--- config.mk ---
export PLATFORM = sky130hd
export DESIGN_NAME = snu_top
export DESIGN_NICKNAME = d
export VERILOG_FILES = /design/src/snu_pkg.sv /design/src/snu_exp_detect.sv /design/src/snu_shift_array.sv /design/src/snu_top.sv
export VERILOG_INCLUDE_DIRS = /design/src
export SDC_FILE = /design/constraint.sdc
export NUM_CORES = 1
export LEC_CHECK = 0
export BUFFER_PORTS_ARGS = -buffer_cell sky130_fd_sc_hd__buf_2
export CORE_MARGIN = 3
export CORE_UTILIZATION = 55
export CTS_CLUSTER_DIAMETER = 50
export DETAILED_ROUTE_END_ITERATION = 12
export PLACE_DENSITY = 0.76
export SLEW_MARGIN = 0
export SYNTH_ARGS = -nofsm -noshare
export SYNTH_HDL_FRONTEND = slang
export SYNTH_SLANG_ARGS = --single-unit
--- constraint.sdc ---
create_clock -name clk_i -period 8.22 [get_ports clk_i]
set_input_delay 0.822 -clock clk_i [delete_from_list [all_inputs] [get_ports clk_i]]
set_output_delay 0.822 -clock clk_i [all_outputs]
set_load 0.01 [all_outputs]
--- src/snu_defines.svh ---
// offsets, reset values and exponent constants of the normalize unit
`ifndef SNU_DEFINES_SVH
`define SNU_DEFINES_SVH

// register port offsets (word index on reg_addr_i)
`define SNU_OFF_EXP 4'h0
`define SNU_OFF_RES_LOW 4'h1
`define SNU_OFF_RES_MID 4'h2
`define SNU_OFF_RES_GUARD 4'h3
`define SNU_OFF_REF_SIGN 4'h4

// reset values
`define SNU_EXP_RST 16'h0000
`define SNU_RES_RST 40'h00_0000_0000
`define SNU_SIGN_RST 1'b0
`define SNU_RDATA_RST 16'h0000

// exponent landmarks: minus fifteen (top word all sign) and plus one
`define SNU_EXP_ALL_SIGN 16'hFFF1
`define SNU_EXP_OVF 16'h0001

// smallest shift code that pushes the operand off scale
`define SNU_CODE_OFF_SCALE 8'h10
// bit position of the middle result word
`define SNU_TOP_BASE 10'h010
`define SNU_LOW_BASE 10'h000

`endif

--- src/snu_pkg.sv ---
// types shared by the normalize unit modules
package snu_pkg;
  typedef enum logic {SNU_OP_EXP, SNU_OP_NORM} snu_op_t;
  typedef enum logic [1:0] {
    SNU_REF_TOP,
    SNU_REF_BOTTOM,
    SNU_REF_TOP_OVF
  } snu_ref_t;
endpackage : snu_pkg

--- src/snu_exp_detect.sv ---
// exponent detector: redundant sign bit count of a 16-bit operand
`timescale 1ns/1ns
`default_nettype none
`include "snu_defines.svh"
module snu_exp_detect
  import snu_pkg::*;
(
  input wire logic [15:0] operand_i,
  input wire snu_ref_t ref_i,
  input wire logic ovf_i,
  input wire logic ref_sign_i,
  input wire logic [15:0] exp_cur_i,
  output logic exp_load_o,
  output logic [15:0] exp_val_o,
  output logic sign_load_o,
  output logic sign_val_o
);
  // leading bits equal to s, 0..16
  function automatic logic [4:0] lead_cnt(input logic [15:0] v,
                                          input logic s);
    logic run;
    logic [4:0] n;
    run = 1'b1;
    n = 5'h00;
    for (int i = 15; i >= 0; i--)
    begin
      run = run & (v[i] == s);
      n = n + {4'h0, run};
    end
    return n;
  endfunction : lead_cnt

  logic [4:0] top_n;
  logic [4:0] low_n;

  assign top_n = lead_cnt(operand_i, operand_i[15]);
  // lower word is judged against the sign of the upper word
  assign low_n = lead_cnt(operand_i, ref_sign_i);

  // 16-bit subtraction wraps, which sign-extends the exponent for free
  always_comb
  begin
    exp_load_o = 1'b1;
    sign_load_o = 1'b1;
    sign_val_o = operand_i[15];
    exp_val_o = `SNU_EXP_OVF - {11'h000, top_n};
    unique case (ref_i)
      SNU_REF_TOP: ;
      SNU_REF_TOP_OVF:
        if (ovf_i)
        begin
          exp_val_o = `SNU_EXP_OVF;
          sign_val_o = ~operand_i[15];
        end
      SNU_REF_BOTTOM:
      begin
        sign_load_o = 1'b0;
        exp_load_o = (exp_cur_i == `SNU_EXP_ALL_SIGN);
        exp_val_o = `SNU_EXP_ALL_SIGN - {11'h000, low_n};
      end
      default:
      begin
        exp_load_o = 1'b0;
        sign_load_o = 1'b0;
      end
    endcase
  end
endmodule : snu_exp_detect
`default_nettype wire

--- src/snu_shift_array.sv ---
// 16x40 placement array: operand placed by signed code around a base
`timescale 1ns/1ns
`default_nettype none
`include "snu_defines.svh"
module snu_shift_array (
  input wire logic [15:0] data_i,
  input wire logic [7:0] code_i,
  input wire logic top_ref_i,
  input wire logic ext_i,
  output logic [39:0] shifted_o
);
  logic signed [9:0] base;
  logic off_scale;

  // middle word for top reference, low word for bottom
  assign base = $signed(top_ref_i ? `SNU_TOP_BASE : `SNU_LOW_BASE);
  assign off_scale = $signed(code_i) >= $signed(`SNU_CODE_OFF_SCALE);

  // per output bit: index k into the operand, ext above, zero below
  genvar j;
  generate
    for (j = 0; j < 40; j++)
    begin : g_bit
      logic signed [9:0] k;
      assign k = $signed(10'(j)) - base - 10'($signed(code_i));
      assign shifted_o[j] = off_scale ? 1'b0 :
                            (k < 10'sh000) ? 1'b0 :
                            (k > 10'sh00F) ? ext_i : data_i[k[3:0]];
    end
  endgenerate
endmodule : snu_shift_array
`default_nettype wire

--- src/snu_top.sv ---
// normalize unit: exponent derivation and mantissa align, with registers
// Contract
// - normalize shifts operand so rightmost sign bit reaches field MSB
// - sign count loads exponent register; top and bottom modifiers accepted
// - mantissa align uses negated exponent register as shift code
// - align supports top/bottom modifiers and OR into current result
// - single precision result lands in middle word (top) or low (bottom)
// - overflow-aware mode reads overflow and carry; carry is true sign
// - overflow-aware mode with overflow set loads exponent plus one
// - align shifts in carry whenever exponent is plus one, no overflow check
// - overflow-aware mode without overflow equals plain top-half mode
// - extension bit is zero for bottom except at exponent plus one, carry for top modifier
// - bottom derivation changes exponent only when it holds minus fifteen
// - exponent from minus sixteen to minus 127 moves operand completely off scale
// - top-half exponent is minus the redundant sign bit count
// - positive code shifts left, negative right; code is 8-bit signed
// - top reference is middle word, bottom reference is low word
// - low 8 exponent bits steer the shift, all 16 bits the plus-one carry test; derived exponents sign-extended
`timescale 1ns/1ns
`default_nettype none
`include "snu_defines.svh"
module snu_top
  import snu_pkg::*;
(
  input wire logic clk_i,
  input wire logic rst_b_i,
  input wire logic op_valid_i,
  input wire snu_op_t op_kind_i,
  input wire snu_ref_t ref_i,
  input wire logic merge_i,
  input wire logic [15:0] operand_i,
  input wire logic alu_overflow_flag_i,
  input wire logic alu_carry_flag_i,
  input wire logic [3:0] reg_addr_i,
  input wire logic [15:0] reg_wdata_i,
  input wire logic reg_wr_i,
  input wire logic reg_rd_i,
  output logic [15:0] reg_rdata_o,
  output logic [15:0] shift_exponent_o,
  output logic [39:0] shift_result_o
);
  logic [15:0] shift_exponent_reg_q;
  logic [39:0] shift_result_reg_q;
  logic [39:0] shift_result_reg_d;
  logic ref_sign_q;
  logic [15:0] rdata_q;
  logic [15:0] rdata_d;

  logic exp_go;
  logic norm_go;
  logic top_ref;
  logic [7:0] norm_code;
  logic ext_bit;
  logic [39:0] shifted;
  logic det_exp_load;
  logic [15:0] det_exp_val;
  logic det_sign_load;
  logic det_sign_val;

  // bus write decodes
  logic wr_exp;
  logic wr_low;
  logic wr_mid;
  logic wr_guard;
  logic wr_sign;

  // operation strobes; one operation per cycle
  assign exp_go = op_valid_i && (op_kind_i == SNU_OP_EXP);
  assign norm_go = op_valid_i && (op_kind_i == SNU_OP_NORM);
  // overflow-aware modifier aligns like the plain top half
  assign top_ref = (ref_i != SNU_REF_BOTTOM);

  assign wr_exp = reg_wr_i && (reg_addr_i == `SNU_OFF_EXP);
  assign wr_low = reg_wr_i && (reg_addr_i == `SNU_OFF_RES_LOW);
  assign wr_mid = reg_wr_i && (reg_addr_i == `SNU_OFF_RES_MID);
  assign wr_guard = reg_wr_i && (reg_addr_i == `SNU_OFF_RES_GUARD);
  assign wr_sign = reg_wr_i && (reg_addr_i == `SNU_OFF_REF_SIGN);

  // align code: negated low byte of the exponent register
  assign norm_code = 8'(8'h00 - shift_exponent_reg_q[7:0]);

  // carry enters on top reference, and always when exponent is plus one;
  // overflow is not consulted so an explicit exponent load also works
  assign ext_bit = (top_ref ||
                    shift_exponent_reg_q == `SNU_EXP_OVF) ?
                   alu_carry_flag_i : 1'b0;

  snu_exp_detect u_exp_detect (
    .operand_i(operand_i),
    .ref_i(ref_i),
    .ovf_i(alu_overflow_flag_i),
    .ref_sign_i(ref_sign_q),
    .exp_cur_i(shift_exponent_reg_q),
    .exp_load_o(det_exp_load),
    .exp_val_o(det_exp_val),
    .sign_load_o(det_sign_load),
    .sign_val_o(det_sign_val)
  );

  snu_shift_array u_shift_array (
    .data_i(operand_i),
    .code_i(norm_code),
    .top_ref_i(top_ref),
    .ext_i(ext_bit),
    .shifted_o(shifted)
  );

  // exponent register: derivation wins over a same-cycle bus write
  always_ff @(posedge clk_i or negedge rst_b_i)
  begin
    if (!rst_b_i)
      shift_exponent_reg_q <= `SNU_EXP_RST;
    else if (exp_go && det_exp_load)
      shift_exponent_reg_q <= det_exp_val;
    else if (wr_exp)
      shift_exponent_reg_q <= reg_wdata_i;
  end

  // sign of the upper word, kept for the following bottom derivation
  always_ff @(posedge clk_i or negedge rst_b_i)
  begin
    if (!rst_b_i)
      ref_sign_q <= `SNU_SIGN_RST;
    else if (exp_go && det_sign_load)
      ref_sign_q <= det_sign_val;
    else if (wr_sign)
      ref_sign_q <= reg_wdata_i[0];
  end

  // result next value: align overwrites or merges, bus writes per word
  always_comb
  begin
    shift_result_reg_d = shift_result_reg_q;
    if (norm_go)
    begin
      if (merge_i)
        shift_result_reg_d = shift_result_reg_q | shifted;
      else
        shift_result_reg_d = shifted;
    end
    else
    begin
      if (wr_low)
        shift_result_reg_d[15:0] = reg_wdata_i;
      if (wr_mid)
        shift_result_reg_d[31:16] = reg_wdata_i;
      if (wr_guard)
        shift_result_reg_d[39:32] = reg_wdata_i[7:0];
    end
  end

  always_ff @(posedge clk_i or negedge rst_b_i)
  begin
    if (!rst_b_i)
      shift_result_reg_q <= `SNU_RES_RST;
    else
      shift_result_reg_q <= shift_result_reg_d;
  end

  // read mux; guard word and sign sit in low bits, rest reads zero
  always_comb
  begin
    rdata_d = 16'h0000;
    unique case (reg_addr_i)
      `SNU_OFF_EXP: rdata_d = shift_exponent_reg_q;
      `SNU_OFF_RES_LOW: rdata_d = shift_result_reg_q[15:0];
      `SNU_OFF_RES_MID: rdata_d = shift_result_reg_q[31:16];
      `SNU_OFF_RES_GUARD: rdata_d = {8'h00, shift_result_reg_q[39:32]};
      `SNU_OFF_REF_SIGN: rdata_d = {15'h0000, ref_sign_q};
      default: rdata_d = 16'h0000;
    endcase
  end

  // read data stands only in the cycle after the strobe
  always_ff @(posedge clk_i or negedge rst_b_i)
  begin
    if (!rst_b_i)
      rdata_q <= `SNU_RDATA_RST;
    else if (reg_rd_i)
      rdata_q <= rdata_d;
    else
      rdata_q <= `SNU_RDATA_RST;
  end

  assign reg_rdata_o = rdata_q;
  assign shift_exponent_o = shift_exponent_reg_q;
  assign shift_result_o = shift_result_reg_q;
endmodule : snu_top
`default_nettype wire

# Yosys cells after proc, flatten, opt, wreduce, memory -nomap -nowiden
# Cells that the tools add are included.
dict set report totals {
  ff_bits 73
  input_bits 47
  out_inout_bits 72
}
dict set report op_classes {
  add_sub_neg 113
  order_cmp 121
  eq_ne 40
  n_mux 219
  bitwise 32
  n_reduce_logical 18
}
# operator n
set op_table {}
lappend op_table {{greater-than comparator 10 x 5 -> 1 bit, second input constant} 40}
lappend op_table {{less-than comparator 10 x 1 -> 1 bit, second input constant} 40}
lappend op_table {{subtractor 10 x 8 -> 10 bit} 40}
lappend op_table {{less-than comparator 4 x 5 -> 1 bit, second input constant} 40}
lappend op_table {{2-to-1 mux 1 bit} 166}
lappend op_table {{binary-select mux 1 bit (select 4 bit)} 40}
lappend op_table {{subtractor 6 x 10 -> 10 bit, first input constant} 16}
lappend op_table {{adder 5 x 1 -> 5 bit} 28}
lappend op_table {{2-to-1 mux 16 bit} 6}
lappend op_table {{2-to-1 mux 40 bit} 2}
lappend op_table {{one-hot mux 16 bit (5 select lines)} 1}
lappend op_table {{subtractor 5 x 10 -> 10 bit, first input constant} 8}
lappend op_table {{subtractor 7 x 10 -> 10 bit, first input constant} 8}
lappend op_table {{OR 40 bit} 1}
lappend op_table {{subtractor 4 x 10 -> 10 bit, first input constant} 4}
lappend op_table {{one-hot mux 16 bit (2 select lines)} 1}
lappend op_table {{equality test 1 bit} 31}
lappend op_table {{bitwise AND 1 bit} 29}
lappend op_table {{subtractor 3 x 10 -> 10 bit, first input constant} 2}
lappend op_table {{equality test 16 x 1 -> 1 bit, second input constant} 1}
lappend op_table {{equality test 16 bit, second input constant} 1}
lappend op_table {{nonzero test 2 bit} 5}
lappend op_table {{subtractor 1 x 10 -> 10 bit, first input constant} 1}
lappend op_table {{subtractor 2 x 10 -> 10 bit, first input constant} 1}
lappend op_table {{other kinds (21)} 31}

# Longest topological paths before layout
dict set report logic_depth {
  ltp_word 20
  depth_mapped 25
}

# Cells and area by module
# From an unflattened synthesis, not the netlist that was laid out.
dict set report hier_totals {
  hier_cells 1466
  hier_area_um2 11265.8
}
# mod instances cells_each area_each_um2 seq_area_each_um2
set by_module_without_submodules {}
lappend by_module_without_submodules {snu_shift_array 1 802 5716.7 0.0}
lappend by_module_without_submodules {snu_top 1 443 3926.3 1826.8}
lappend by_module_without_submodules {snu_exp_detect 1 221 1622.8 0.0}

# Worst setup path after synthesis
# No wires, ideal clock.
dict set report synth_timing {
  path_type {input port to flip-flop}
  from {input operand_i[14]}
  to {register shift_exponent_reg_q[10], in the netlist shift_exponent_o[10]}
  arrival_ns 6.323
  required_time_ns 8.083
  path_slack_ns 1.760
  stages 25
  path_buffers 2
  path_cell_list {clkbuf_1 > or3_1 > or3_1 > nand2b_1 > nand2_1 > nor2_1 > nand2_1 > fa_1 > inv_1 > fa_1 > inv_1 > fa_1 > inv_1 > fa_1 > inv_1 > fa_1 > fa_1 > nor2b_1 > or2_2 > ha_1 > nand3_1 > a21oi_1 > a32o_1 > clkbuf_1 > a21oi_1}
}
dict set report synth_via {
  elab_chain_len 20
  elab_cells_between_ends 66
}
# item line
set synth_lines {}
lappend synth_lines {{start, declared} snu_top.sv:31} ;# input wire logic [15:0] operand_i,
lappend synth_lines {{equality test 1 bit} snu_exp_detect.sv:27} ;# run = run & (v[i] == s);
lappend synth_lines {{bitwise AND 1 bit / adder 1 x 1 -> 2 bit (equally long branches)} {snu_exp_detect.sv:27, snu_exp_detect.sv:28}}
lappend synth_lines {{adder 1 x 1 -> 2 bit, or another cell as far along} snu_exp_detect.sv:28} ;# n = n + {4'h0, run};
lappend synth_lines {{adder 5 x 1 -> 5 bit / bitwise AND 1 bit (equally long branches) (13 in series)} {snu_exp_detect.sv:28, snu_exp_detect.sv:27}}
lappend synth_lines {{adder 5 x 1 -> 5 bit / subtractor 1 x 5 -> 6 bit (equally long branches)} -}
lappend synth_lines {{subtractor 5 x 6 -> 7 bit (no line) / 2-to-1 mux 16 bit (equally long branches)} -}
lappend synth_lines {{one-hot mux 16 bit (2 select lines) *} snu_exp_detect.sv:47} ;# unique case (ref_i)
lappend synth_lines {{2-to-1 mux 16 bit *} snu_top.sv:113} ;# else if (exp_go && det_exp_load)
lappend synth_lines {{end signal, assigned} snu_top.sv:112} ;# shift_exponent_reg_q <= `SNU_EXP_RST;
lappend synth_lines {{end signal, assigned} snu_top.sv:114} ;# shift_exponent_reg_q <= det_exp_val;
lappend synth_lines {{end signal, assigned} snu_top.sv:116} ;# shift_exponent_reg_q <= reg_wdata_i;
lappend synth_lines {{end, declared} snu_top.sv:42} ;# logic [15:0] shift_exponent_reg_q;
# Every way passes the cells marked *; elsewhere a longest branch is shown, timed or not.
# A chain may end at the register's enable or synchronous reset.

# Worst setup path in the final report
dict set report layout_timing {
  from {input operand_i[15]}
  to {register shift_exponent_reg_q[12], in the netlist shift_exponent_o[12]}
}
# The elaborated chain is that of the path after synthesis.

==> flow_metrics.py <==
metrics = {
    "outcome": {
        "status": "completed",
    },
    "sta": {
        "fmax_ghz": 0.147,
        "fin_skew_ns": 0.00571,
        "setup_violations": 0,
        "layout_min_cycle_time_ns": 6.79,
        "drv_slew": 0,
        "hold_violations": 0,
        "rsz0062_at_grt": "false",
        "period_share": 0.826,
        "hold_slack_ns": 0.563,
        "worst_pin_slew_ns": 1.18,
        "finalSetupTns_ns": 0,
        "slew-limit-headroom": 0.213,
    },
    "hold_path": {
        "whs_path_depth": 1,
        "min_to": "shift_result_o[8]",
        "worstHoldPathType": "reg -> reg",
        "hold_start": "shift_result_o[8]",
    },
    "cells_and_area": {
        "mostFrequentLayoutCell": "nand2_1",
        "diodes": 0,
        "syn2layout_area_growth_pct": 9.04,
        "final_cell_mix": "nand2_1 (148), o21ai_0 (124), buf_2 (117), a21oi_1 (109), nor2_1 (99)",
        "nets": 1520,
        "layout-drive-gt1-share": 0.164,
        "nFillCells": 1759,
    },
    "floorplan": {
        "placementRows": 50,
        "die_y_um": 145,
        "core_sq_mm": 0.0189,
        "io_pins": 119,
        "die_w_um": 145,
        "fp.dieArea_sq_mm": 0.0211,
        "initial_core_util": 0.565,
    },
    "critical_path": {
        "worstPathMaxFanout": 28,
        "setup.worst_path.end_class": "flip-flop",
        "worstSetupPathType": "in -> reg",
        "arrival_ns": 6.98,
        "reg2reg_from": "shift_exponent_o[1]",
        "r2r_slack_ns": 2.15,
        "r2r_cells": 15,
        "critPathLaunch": "operand_i[15]",
        "r2r_end": "shift_result_o[8]",
        "critPathLaunchType": "input port",
        "crit_required_ns": 8.41,
    },
    "synth": {
        "postSynthNetCount": 1470,
        "ys_ff_latch": 73,
        "netlist_area_sq_mm": 0.0107,
        "synth_warnings": 0,
        "synth.distinct_cells": 80,
        "synthArstFlopShare": 1.00,
        "syn_avg_cell_area_sq_um": 7.90,
        "synth-edff-count": 0,
        "yosysSeqAreaShare": 0.171,
        "synth_ff_type": "dfrtp_1",
        "synth_cells": 1350,
    },
    "job": {
        "drv_cap": 0,
    },
    "cts": {
        "hold_buffers": 0,
        "cts_buffer_depth": 2,
        "numCtsBuffers": 9,
        "cts.sinks": 73,
        "cts-root-buf": "clkbuf_16",
        "insertion_delay_ns": 0.34,
        "cts_tree": "built",
        "cts_resized": 0,
        "cts.clk_slew.worst_paths_ns": 0.06,
        "postCtsSetupBuffers": 0,
        "htreeDepth": 3,
    },
    "placement": {
        "hpwl_mm": 30.1,
        "gp_congestion": 1.05,
        "portBuffers": 118,
    },
    "pwr": {
        "comb_power_share": 0.825,
        "p_int_mw": 2.53,
        "leakage_nw": 4.80,
        "pwr-share-seq": 0.103,
        "switching_share": 0.573,
        "p_sw_mw": 3.40,
        "pwr-share-clk": 0.072,
        "ir_worst_vdd_mv": 0.235,
        "powerDensity_mw_per_mm2": 510,
    },
    "route": {
        "drtAntennaViolNets": 0,
        "drt_iter0_drc": 1717,
        "vias": 11300,
        "routed_wl_mm": 39.7,
        "drtPass1Iterations": 5,
        "wl_per_cell_um": 23.9,
        "drcViolationCount": 0,
        "avgViaCountPerCell": 6.80,
    },
    "global_route": {
        "grt_max_degree": 74,
        "grt_usage": 0.365,
        "first_global_vias": 10400,
        "grt_antenna_before_repair": 0,
        "global_route.overflow_total": 0,
        "grt_first_pass_wirelength_mm": 61.1,
    },
}
## routing by layer
metal,up-vias,GRT usage,routed length [um]
met5,-,0,0
met4,0,0.165,2110
met3,147,0.0756,4370
met2,822,0.580,18200
met1,5370,0.482,15100
li1,4989,-,-
## sequential cells by signal, indices dropped and copies added (netlist names)
| signal | flops |
|---|---|
| reg_rdata_o | 16 |
| shift_result_o | 40 |
| ref_sign_q | 1 |
| shift_exponent_o | 16 |
## area by class of cell
| class | instances | area (sq um) | share of cell area |
|---|---|---|---|
| multi-input combinational | 1119 | 8200 | 0.705 |
| sequential | 73 | 1830 | 0.157 |
| timing repair buffer | 133 | 706 | 0.0607 |
| tap | 260 | 325 | 0.0280 |
| inverter | 64 | 253 | 0.0217 |
| clock buffer | 10 | 229 | 0.0197 |
| clock inverter | 6 | 92.6 | 0.00796 |
## how the worst max path moves through the flow
| stage | end | slack, ns | depth (start not counted) |
|---|---|---|---|
| finish | shift_exponent_o[12] | 1.43 | 24 |
| global route | shift_exponent_o[12] | 1.02 | 24 |
| CTS | shift_exponent_o[12] | 1.48 | 24 |
| detailed placement | shift_exponent_o[13] | 1.15 | 24 |
| global placement | shift_exponent_o[9] | 1.38 | 24 |
| floorplan | shift_exponent_o[10] | 1.76 | 25 |
## Yosys cell counts, drive strengths merged (16+ instances only)
library cell  count  area share
a21oi           111       0.053
buf              36       0.017
nand3            28       0.013
nor4             26       0.018
nand2b           16       0.010
inv              62       0.022
nor2b            24       0.014
ha               52       0.061
clkbuf           58       0.020
o221ai           16       0.013
mux4             40       0.085
o21ai           137       0.065
xnor2            95       0.078
a22oi            21       0.015
nand2           148       0.052
nor3             28       0.014
dfrtp            73        0.17
nor2            101       0.036
mux2i            66       0.062
fa               21       0.039
## per-stage QoR
step | cell area [sq um] | cells | power [mW] | worst slack [ns] | utilization
after floorplan | 10700 | 1350 | 4.05 | 1.76 | -
after global placement | 11300 | 1649 | 5.26 | 1.38 | 0.599
after detailed placement | 11300 | 1649 | 5.31 | 1.15 | 0.599
after CTS | 11600 | 1665 | 5.75 | 1.48 | 0.616
after global routing | 11600 | 1665 | 6.27 | 1.02 | 0.616
final | 11600 | 1665 | 5.93 | 1.43 | 0.616
## worst max-delay path, cell delays in order
cell,delay (ns)
buf_2,0.26
or3_1,0.39
or3_1,0.35
nand2b_1,0.18
nand2_1,0.13
nor2_1,0.23
nand2_1,0.12
fa_1,0.52
inv_1,0.05
fa_1,0.49
inv_1,0.05
fa_1,0.49
inv_1,0.05
fa_1,0.47
inv_1,0.05
fa_1,0.40
fa_1,0.39
nor2b_1,0.25
or2_2,0.17
ha_1,0.17
nand3_1,0.07
a21oi_1,0.26
a32o_1,0.46
a21oi_1,0.15
## power groups by stage
| stage | Sequential [mW] | Clock, mW | Combinational, mW |
|---|---|---|---|
| after detailed placement | 0.604 | 0 | 4.71 |
| after global placement | 0.602 | 0 | 4.66 |
| after CTS | 0.598 | 0.428 | 4.72 |
| after floorplan | 0.584 | 0 | 3.46 |
| final | 0.609 | 0.426 | 4.89 |
| after global routing | 0.615 | 0.445 | 5.21 |
## cell families after synthesis
| family | count (synthesis) | synth area share |
|---|---|---|
| adders and majority gates | 73 | 0.100 |
| and+or+nand+nor | 430 | 0.195 |
| xor gates and xnor gates | 109 | 0.0912 |
| DFF | 73 | 0.171 |
| AOI/OAI and AO/OA | 395 | 0.228 |
| muxes | 112 | 0.153 |
| buffers and inverters | 158 | 0.0611 |
(Power assumes the default switching activity.)
